### src/core/ccfg_pkg.sv
package ccfg_pkg;

    // ------------------------------------------------------------
    // Bus and register map
    // ------------------------------------------------------------
    localparam int ADDR_W = 8;
    localparam int DATA_W = 32;
    localparam logic [ADDR_W-1:0] OFF_CTRL1 = 8'h00;
    localparam logic [ADDR_W-1:0] OFF_CTRL2 = 8'h04;
    localparam logic [ADDR_W-1:0] OFF_TRIM = 8'h08;
    localparam logic [ADDR_W-1:0] OFF_STATUS = 8'h0c;

    localparam logic [7:0] CTRL1_RESET = 8'h04;
    localparam logic [7:0] CTRL2_RESET = 8'h40;
    localparam logic [7:0] TRIM_RESET = 8'h80;
    localparam logic FINE_RESET = 1'b0;

    // ------------------------------------------------------------
    // Field positions
    // ------------------------------------------------------------
    localparam int SRC_HI = 7;
    localparam int SRC_LO = 6;
    localparam int REFERENCE_DIVIDER_HI = 5;
    localparam int REFERENCE_DIVIDER_LO = 3;
    localparam int IREFSEL_BIT = 2;
    localparam int IROUT_BIT = 1;
    localparam int IRKEEP_BIT = 0;
    localparam int BUS_DIVIDER_HI = 7;
    localparam int BUS_DIVIDER_LO = 6;
    localparam int RANGE_BIT = 5;
    localparam int GAIN_BIT = 4;
    localparam int LP_BIT = 3;
    localparam int OSCREQ_BIT = 2;
    localparam int EROUT_BIT = 1;
    localparam int ERKEEP_BIT = 0;
    localparam int STREF_BIT = 4;
    localparam int STSRC_HI = 3;
    localparam int STSRC_LO = 2;
    localparam int FINE_TRIM_BIT_BIT = 0;

    // ------------------------------------------------------------
    // Encodings and figures
    // ------------------------------------------------------------
    typedef enum logic [1:0] {
        SRC_LOOP = 2'h0,
        SRC_INT = 2'h1,
        SRC_EXT = 2'h2,
        SRC_RSVD = 2'h3
    } ccfg_src_type;

    localparam int LOOP_MULT = 1024;
    localparam int REF_MIN_HZ = 31250;
    localparam real REF_MAX_HZ = 39062.5;
    localparam int CLK_HZ = 20000000;
    localparam int REFERENCE_DIVIDER_MAX_CNT = 127;
    localparam int BUS_DIVIDER_MAX_CNT = 7;

    typedef struct packed {
        logic highRange;
        logic highGain;
        logic oscRequest;
    } ccfg_osc_type;

    typedef struct packed {
        logic intRef;
        logic extRef;
        logic loop;
    } ccfg_tick_type;

endpackage
### src/core/ccfg_core.sv
`timescale 1ns/1ps
// Overview of operation
// - Source field picks loop, internal, external; reserved=loop
// - Source codes: 00 loop, 01 internal, 10 external
// - Reference divider divides by two to code
// - Reference select bit: internal set, external clear
// - Internal reference output gated by enable bit
// - Internal reference kept in stop when allowed
// - Bus divider divides by 1,2,4,8; resets 01
// - Range bit drives oscillator high range
// - Gain bit drives oscillator high gain
// - Low power bit stops loop in bypass
// - Oscillator request bit picks crystal or clock
// - External reference output gated by enable bit
// - External reference kept in stop when allowed
// - Eight-bit binary weighted trim lengthens period upward
// - Fine trim bit extends trim below step
// - Fine trim set lengthens, clear shortens period
// - Loop locks at 1024 times divided reference
// - Bus clock runs at half output rate
module ccfg_core
    import ccfg_pkg::*;
(
    input wire logic clk,
    input wire logic resetn,
    input wire logic wbCyc,
    input wire logic wbStb,
    input wire logic wbWe,
    input wire logic [ADDR_W-1:0] wbAdr,
    input wire logic [3:0] wbSel,
    input wire logic [DATA_W-1:0] wbDatI,
    output logic [DATA_W-1:0] wbDatO,
    output logic wbAck,
    input wire logic intRefPin,
    input wire logic extRefPin,
    input wire logic loopPin,
    input wire logic stopMode,
    input wire logic backgroundDebug,
    output logic internalRefClockOut,
    output logic externalRefClockOut,
    output logic generatorOutTick,
    output logic busTick,
    output logic loopRefTick,
    output logic loopEnable,
    output logic [15:0] loopMultiplier,
    output ccfg_osc_type oscCtrl,
    output logic [8:0] refTrimCode
);
    logic [7:0] ctrl1_reg;
    logic [7:0] ctrl2_reg;
    logic [7:0] trim_reg;
    logic fine_reg;
    logic ack_reg;
    logic [DATA_W-1:0] rdata_reg;
    ccfg_src_type effSrc_reg;
    logic [1:0] effBdiv_reg;
    logic effRefSel_reg;
    logic [2:0] effRdiv_reg;
    logic [2:0] genCnt_reg;
    logic [6:0] refCnt_reg;
    logic busPhase_reg;
    logic wasIntMode_reg;
    logic wasExtMode_reg;
    logic intOut_reg;
    logic extOut_reg;
    logic genOut_reg;
    logic busOut_reg;
    logic refOut_reg;
    logic loopEn_reg;
    ccfg_tick_type tick;
    ccfg_tick_type level;
    logic [2:0] pins;
    ccfg_src_type reqSrc;
    logic selTick;
    logic genTick;
    logic busTickNow;
    logic refSelTick;
    logic refTick;
    logic [2:0] genMask;
    logic [6:0] refMask;
    logic intGate;
    logic extGate;
    logic bypassNow;
    logic wrAcc;

    // ------------------------------------------------------------
    // Decoding helpers
    // ------------------------------------------------------------
    function automatic ccfg_src_type srcOf(input logic [1:0] code);
        if (code == SRC_INT) begin
            return SRC_INT;
        end else if (code == SRC_EXT) begin
            return SRC_EXT;
        end
        return SRC_LOOP;
    endfunction

    function automatic logic [6:0] powMask(input logic [2:0] code);
        return 7'((8'h01 << code) - 8'h01);
    endfunction

    // ------------------------------------------------------------
    // Pin capture
    // ------------------------------------------------------------
    assign pins = {intRefPin, extRefPin, loopPin};

    generate
        for (genvar i = 0; i < 3; i++) begin : g_sync
            ccfg_pin_sync u_sync (
                .clk(clk),
                .resetn(resetn),
                .pinIn(pins[i]),
                .level(level[i]),
                .riseTick(tick[i])
            );
        end
    endgenerate

    // ------------------------------------------------------------
    // Register bus
    // ------------------------------------------------------------
    assign wrAcc = wbCyc && wbStb && wbWe && !ack_reg && wbSel[0];

    always_ff @(posedge clk or negedge resetn) begin
        if (!resetn) begin
            ack_reg <= 1'b0;
        end else begin
            ack_reg <= wbCyc && wbStb && !ack_reg;
        end
    end

    always_ff @(posedge clk or negedge resetn) begin
        if (!resetn) begin
            ctrl1_reg <= CTRL1_RESET;
            ctrl2_reg <= CTRL2_RESET;
            trim_reg <= TRIM_RESET;
            fine_reg <= FINE_RESET;
        end else if (wrAcc) begin
            case (wbAdr)
                OFF_CTRL1: ctrl1_reg <= wbDatI[7:0];
                OFF_CTRL2: ctrl2_reg <= wbDatI[7:0];
                OFF_TRIM: trim_reg <= wbDatI[7:0];
                OFF_STATUS: fine_reg <= wbDatI[FINE_TRIM_BIT_BIT];
                default: ;
            endcase
        end
    end

    always_ff @(posedge clk or negedge resetn) begin
        if (!resetn) begin
            rdata_reg <= '0;
        end else if (wbCyc && wbStb && !wbWe && !ack_reg) begin
            rdata_reg <= '0;
            case (wbAdr)
                OFF_CTRL1: rdata_reg[7:0] <= ctrl1_reg;
                OFF_CTRL2: rdata_reg[7:0] <= ctrl2_reg;
                OFF_TRIM: rdata_reg[7:0] <= trim_reg;
                OFF_STATUS: begin
                    rdata_reg[STREF_BIT] <= effRefSel_reg;
                    rdata_reg[STSRC_HI:STSRC_LO] <= effSrc_reg;
                    rdata_reg[FINE_TRIM_BIT_BIT] <= fine_reg;
                end
                default: ;
            endcase
        end
    end

    assign wbAck = ack_reg;
    assign wbDatO = rdata_reg;

    // ------------------------------------------------------------
    // Source selection and bus divider
    // ------------------------------------------------------------
    assign reqSrc = srcOf(ctrl1_reg[SRC_HI:SRC_LO]);

    always_comb begin
        case (effSrc_reg)
            SRC_INT: selTick = tick.intRef;
            SRC_EXT: selTick = tick.extRef;
            default: selTick = tick.loop;
        endcase
    end

    assign genMask = 3'(powMask({1'b0, effBdiv_reg}));
    assign genTick = selTick && ((genCnt_reg & genMask) == genMask);

    // New source and divider are taken only between output periods
    always_ff @(posedge clk or negedge resetn) begin
        if (!resetn) begin
            genCnt_reg <= '0;
            effSrc_reg <= SRC_LOOP;
            effBdiv_reg <= CTRL2_RESET[BUS_DIVIDER_HI:BUS_DIVIDER_LO];
        end else if (genTick || (genCnt_reg == '0 && !selTick)) begin
            genCnt_reg <= '0;
            effSrc_reg <= reqSrc;
            effBdiv_reg <= ctrl2_reg[BUS_DIVIDER_HI:BUS_DIVIDER_LO];
        end else if (selTick) begin
            genCnt_reg <= genCnt_reg + 3'h1;
        end
    end

    always_ff @(posedge clk or negedge resetn) begin
        if (!resetn) begin
            busPhase_reg <= 1'b0;
        end else if (genTick) begin
            busPhase_reg <= !busPhase_reg;
        end
    end

    assign busTickNow = genTick && busPhase_reg;

    // ------------------------------------------------------------
    // Loop reference select and divider
    // ------------------------------------------------------------
    assign refSelTick = effRefSel_reg ? tick.intRef : tick.extRef;
    assign refMask = powMask(effRdiv_reg);
    assign refTick = refSelTick && ((refCnt_reg & refMask) == refMask);

    always_ff @(posedge clk or negedge resetn) begin
        if (!resetn) begin
            refCnt_reg <= '0;
            effRefSel_reg <= CTRL1_RESET[IREFSEL_BIT];
            effRdiv_reg <= CTRL1_RESET[REFERENCE_DIVIDER_HI:REFERENCE_DIVIDER_LO];
        end else if (refTick || (refCnt_reg == '0 && !refSelTick)) begin
            refCnt_reg <= '0;
            effRefSel_reg <= ctrl1_reg[IREFSEL_BIT];
            effRdiv_reg <= ctrl1_reg[REFERENCE_DIVIDER_HI:REFERENCE_DIVIDER_LO];
        end else if (refSelTick) begin
            refCnt_reg <= refCnt_reg + 7'h01;
        end
    end

    assign loopMultiplier = 16'(LOOP_MULT);

    // ------------------------------------------------------------
    // Stop handling and reference outputs
    // ------------------------------------------------------------
    always_ff @(posedge clk or negedge resetn) begin
        if (!resetn) begin
            wasIntMode_reg <= 1'b0;
            wasExtMode_reg <= 1'b0;
        end else begin
            if (!stopMode) begin
                wasIntMode_reg <= (effSrc_reg == SRC_INT) ||
                    (effSrc_reg == SRC_LOOP && effRefSel_reg);
                wasExtMode_reg <= (effSrc_reg == SRC_EXT) ||
                    (effSrc_reg == SRC_LOOP && !effRefSel_reg);
            end
        end
    end

    assign intGate = stopMode ?
        (ctrl1_reg[IRKEEP_BIT] &&
         (ctrl1_reg[IROUT_BIT] || wasIntMode_reg)) :
        ctrl1_reg[IROUT_BIT];
    assign extGate = stopMode ?
        (ctrl2_reg[ERKEEP_BIT] &&
         (ctrl2_reg[EROUT_BIT] || wasExtMode_reg)) :
        ctrl2_reg[EROUT_BIT];

    assign bypassNow = effSrc_reg != SRC_LOOP;

    always_ff @(posedge clk or negedge resetn) begin
        if (!resetn) begin
            intOut_reg <= 1'b0;
            extOut_reg <= 1'b0;
            genOut_reg <= 1'b0;
            busOut_reg <= 1'b0;
            refOut_reg <= 1'b0;
            loopEn_reg <= 1'b0;
        end else begin
            intOut_reg <= level.intRef && intGate;
            extOut_reg <= level.extRef && extGate;
            genOut_reg <= genTick && !stopMode;
            busOut_reg <= busTickNow && !stopMode;
            refOut_reg <= refTick && !stopMode;
            loopEn_reg <= !stopMode && !(bypassNow &&
                ctrl2_reg[LP_BIT] && !backgroundDebug);
        end
    end

    assign internalRefClockOut = intOut_reg;
    assign externalRefClockOut = extOut_reg;
    assign generatorOutTick = genOut_reg;
    assign busTick = busOut_reg;
    assign loopRefTick = refOut_reg;
    assign loopEnable = loopEn_reg;
    assign oscCtrl.highRange = ctrl2_reg[RANGE_BIT];
    assign oscCtrl.highGain = ctrl2_reg[GAIN_BIT];
    assign oscCtrl.oscRequest = ctrl2_reg[OSCREQ_BIT];
    assign refTrimCode = {trim_reg, fine_reg};
endmodule

### src/core/ccfg_pin_sync.sv
`timescale 1ns/1ps
module ccfg_pin_sync (
    input wire logic clk,
    input wire logic resetn,
    input wire logic pinIn,
    output logic level,
    output logic riseTick
);
    logic meta_reg;
    logic sync2_reg;
    logic sync3_reg;
    logic level_reg;

    // ------------------------------------------------------------
    // Three stage capture, level moves once stages two and three agree
    // ------------------------------------------------------------
    always_ff @(posedge clk or negedge resetn) begin
        if (!resetn) begin
            meta_reg <= 1'b0;
            sync2_reg <= 1'b0;
            sync3_reg <= 1'b0;
        end else begin
            meta_reg <= pinIn;
            sync2_reg <= meta_reg;
            sync3_reg <= sync2_reg;
        end
    end

    always_ff @(posedge clk or negedge resetn) begin
        if (!resetn) begin
            level_reg <= 1'b0;
        end else if (sync2_reg == sync3_reg) begin
            level_reg <= sync3_reg;
        end
    end

    assign level = level_reg;
    assign riseTick = (sync2_reg == sync3_reg) && sync3_reg && !level_reg;
endmodule

### config.mk
export PLATFORM = sky130hd
export DESIGN_NAME = ccfg_core
export DESIGN_NICKNAME = d
export VERILOG_FILES = /design/src/core/ccfg_pkg.sv /design/src/core/ccfg_core.sv /design/src/core/ccfg_pin_sync.sv
export SDC_FILE = /design/constraint.sdc
export NUM_CORES = 1
export LEC_CHECK = 0
export ABC_AREA = 0
export BUFFER_PORTS_ARGS = -buffer_cell sky130_fd_sc_hd__clkbuf_2
export CAP_MARGIN = 10
export CORE_MARGIN = 2
export CORE_UTILIZATION = 50
export DETAILED_ROUTE_END_ITERATION = 10
export HOLD_SLACK_MARGIN = 0.03
export PLACE_DENSITY = 0.78
export SKIP_CTS_REPAIR_TIMING = 1
export SLEW_MARGIN = 10
export SYNTH_ARGS = -nofsm -noshare
export SYNTH_HDL_FRONTEND = slang
export SYNTH_SLANG_ARGS = --single-unit
### constraint.sdc
create_clock -name clk -period 2.8 [get_ports clk]
set_input_delay 0.42 -clock clk [delete_from_list [all_inputs] [get_ports clk]]
set_output_delay 0.42 -clock clk [all_outputs]
set_load 0.02 [all_outputs]
==> summary.txt <==
Status
  • Outcome: finished, final reports clean

Power
  • Leakage: 0.00204 uW
  • Switching power: around 540 uW
  • Internal Dissipation: about 1600 uW
  • Clk network pwr share: 0.385
  • Reg power frac: 0.522
  • Combinational share of power: 0.093
  • Pwr per Cell Area: 530 nW/um2
  • VDD IR-drop max: between 0.3 and 0.4 mV
  • Sw Share: 0.255

STA
  • Unrepaired setup endpoints after global routing: no
  • Final hold violation count: 0
  • Final setup violation count: 0
  • Max frequency: between 400 and 500 MHz
  • Fin crit share: 0.843
  • Setup Skew: 0.00340 ns
  • Tmin final: 2.36 ns
  • Slew margin rel.: 0.525
  • Setup_tns: 0 ns
  • Max Slew Vio Count: 0
  • Worst setup margin: roughly 0.44 ns
  • Worst-Margin Slew: between 0.7 and 0.8 ns

Clock network
  • H-tree levels: 3
  • Clk sinks: 73
  • CTS tree: yes
  • Clk pin slew, worst setup/hold paths: about 0.070 ns
  • CTS buffer count: 9
  • Worst-case clock buffer depth: 2
  • Clock latency on the worst-skew pair: between 0.3 and 0.4 ns
  • Root buffer cell: clkbuf_8

Job
  • Max cap viols: 0

Detailed routing
  • DRC viols: 0
  • Vias: roughly 2,300
  • Routed WL per cell: 14.2 um
  • Total wire length: approximately 6.5 mm
  • Via density per instance: slightly above 5
  • Post-route antenna net violation count: 0
  • Pre-antenna DRT Iters: 5
  • Iteration-0 DRC Markers: 150

Global route
  • Overall Global Routing Usage: 0.186
  • Largest net degree at the start of global routing: 44
  • Number of global-route vias before repair: between 2,000 and 2,500
  • First-pass GRT wire length: roughly 11 mm
  • Initial antenna violation count: 0
  • Grt total ovfl: 0

Place
  • Setup slack at placement: 0.445 ns
  • Area post-placement: between 3000 and 4000 um2
  • Hpwl dp: between 4 and 5 mm
  • I/O Buffers: between 50 and 60
  • GP Congestion: approximately 0.83

Critical path
  • Top delay family on crit path: simple AND/OR/NAND/NOR gates
  • Crit path kind: flip-flop to flip-flop
  • Worst path slowest cell: dfrtp_1
  • Cells along the critical path: inv_1 -> ha_1 -> or3b_1 -> o211ai_2 -> nand3_1 -> o21ai_1 -> mux2_2
  • Critical Path AT: approximately 2.6 ns
  • Crit path buf inv count: 1
  • Worst setup SP type: flip-flop
  • WP data required: 3.04 ns
  • Crit end category: flip-flop
  • Max stage delay on crit path: around 0.4 ns
  • Max Fanout on Critical Path: 7

Floorplanning
  • Die ar.: slightly below 8000 um2
  • Die span in y: 88.9 um
  • Row count: 30
  • Die X: between 80 and 90 um
  • Initial Utilization: 0.524
  • Core ar.: between 6000 and 7000 um2
  • Top Ports: 121

Finish
  • Design Area, Final: between 3000 and 4000 um2
  • Layout cell share with drive strength beyond 1: 0.339
  • # diodes: 0
  • Synthesis-to-finish area growth: 11.0%
  • # fillers: a little under 600
  • Nets: between 400 and 500

Synth
  • Syn Std Cell Area: around 3600 um2
  • Post-synthesis sequential area ratio: 0.509
  • Flops & latches, synth: between 70 and 80
  • Synth Instances: 306
  • Ys flop type: dfrtp_1
  • Syn Area/Cell: about 12 um2
  • Netlist cell types: 44
  • Post-synth EDFFs: 0
  • Post-synth ARST share: 1.00
  • Synthesis warning total: 0

Min path
  • Worst Hold Class: input pin to async pin
-- logic make-up after synthesis --
family,share of synthesized area
XOR/XNOR,0.0170
AND/OR/NAND/NOR,0.113
flip-flops,0.509
buffers and inverters,0.111
adder cells (fa/ha/maj),0.0348
other,0.00209
multiplexers,0.151
AO/OA/AOI/OAI,0.0622
-- worst register-to-register path: stages (launching register included) --
cell	delay, ns
dfrtp_1	0.40
inv_1	0.10
ha_1	0.33
or3b_1	0.37
o211ai_2	0.14
nand3_1	0.22
o21ai_1	0.30
mux2_2	0.38
-- through the flow --
stage	util	power (uW)	cells	hold WS, ns
2_1_floorplan	-	1290	344	0.124
3_3_place_gp	0.553	1320	446	0.334
3_5_place_dp	0.553	1320	446	0.338
4_1_cts	0.582	2140	462	0.132
5_1_grt	0.582	2220	462	0.157
6_report	0.582	2120	462	0.118
-- cells in the final DEF, fill, tap and decap left out, types with 2 or more instances in the layout --
master,count
nor2_1,20
nand3b_1,2
ha_1,10
nand3_1,2
clkbuf_8,10
xnor2_1,2
xor2_1,5
nand2_1,20
inv_1,14
nand4b_2,2
mux4_2,4
a21oi_1,9
nand4_1,6
nor2b_1,2
dfstp_2,5
and2_1,2
a21boi_0,2
o21ai_0,16
mux2i_1,7
mux2_2,34
clkinv_2,4
dfrtp_1,68
nand2b_1,5
clkbuf_2,52
conb_1,40
-- path summary, 6_finish.rpt --
path	slack (ns)	from	end	cells after the start
worst max-delay path	0.44	effSrc_reg[0]	effBdiv_reg[1]	7
worst min-delay path	0.12	resetn	g_sync[0].u_sync.sync2_reg	1
worst max register to register	0.44	effSrc_reg[0]	effBdiv_reg[1]	7
worst min register to register	0.35	g_sync[2].u_sync.meta_reg	g_sync[2].u_sync.sync2_reg	0
max in group asynchronous	1.96	resetn	ctrl1_reg[2]	2
min in group clk	0.17	loopPin	g_sync[0].u_sync.meta_reg	1
-- layer usage --
metal | wire length (um) | GRT usage
met1 | 2750 | 0.233
met2 | 3310 | 0.307
met3 | 327 | 0.0345
met4 | 157 | 0.0992
met5 | 0 | 0
-- power groups by stage --
stage / registers, uW / clock network (uW) / logic (uW)
finish: 1110 / 815 / 197
global route: 1110 / 889 / 219
CTS: 1110 / 834 / 198
detailed placement: 1130 / 0 / 198
global placement: 1120 / 0 / 193
floorplan: 1130 / 0 / 167
-- layout make-up --
type,count,area [um2],share of cell area
clock buffer,10,138,0.0345
clock inverter,6,57.6,0.0144
inverter,14,52.6,0.0132
multi-input combinational,209,1510,0.378
sequential,73,1830,0.459
tap,96,120,0.0301
timing repair buffer,54,285,0.0714
-- synth_stat cells, drive strengths merged, types with 3 or more instances --
master / number / area [um2]
buf: 46 / 340
nand4b: 3 / 38.8
mux2i: 7 / 70.1
a21oi: 9 / 45.0
nor3: 3 / 31.3
dfrtp: 68 / 1700
o21ai: 18 / 101
mux4: 4 / 90.1
mux2: 34 / 383
ha: 10 / 125
dfstp: 5 / 131
inv: 14 / 52.6
nor2: 20 / 75.1
nand2: 20 / 75.1
nand2b: 5 / 31.3
xor2: 5 / 43.8
nand4: 6 / 37.5
Power figures use the tool's default switching activity.
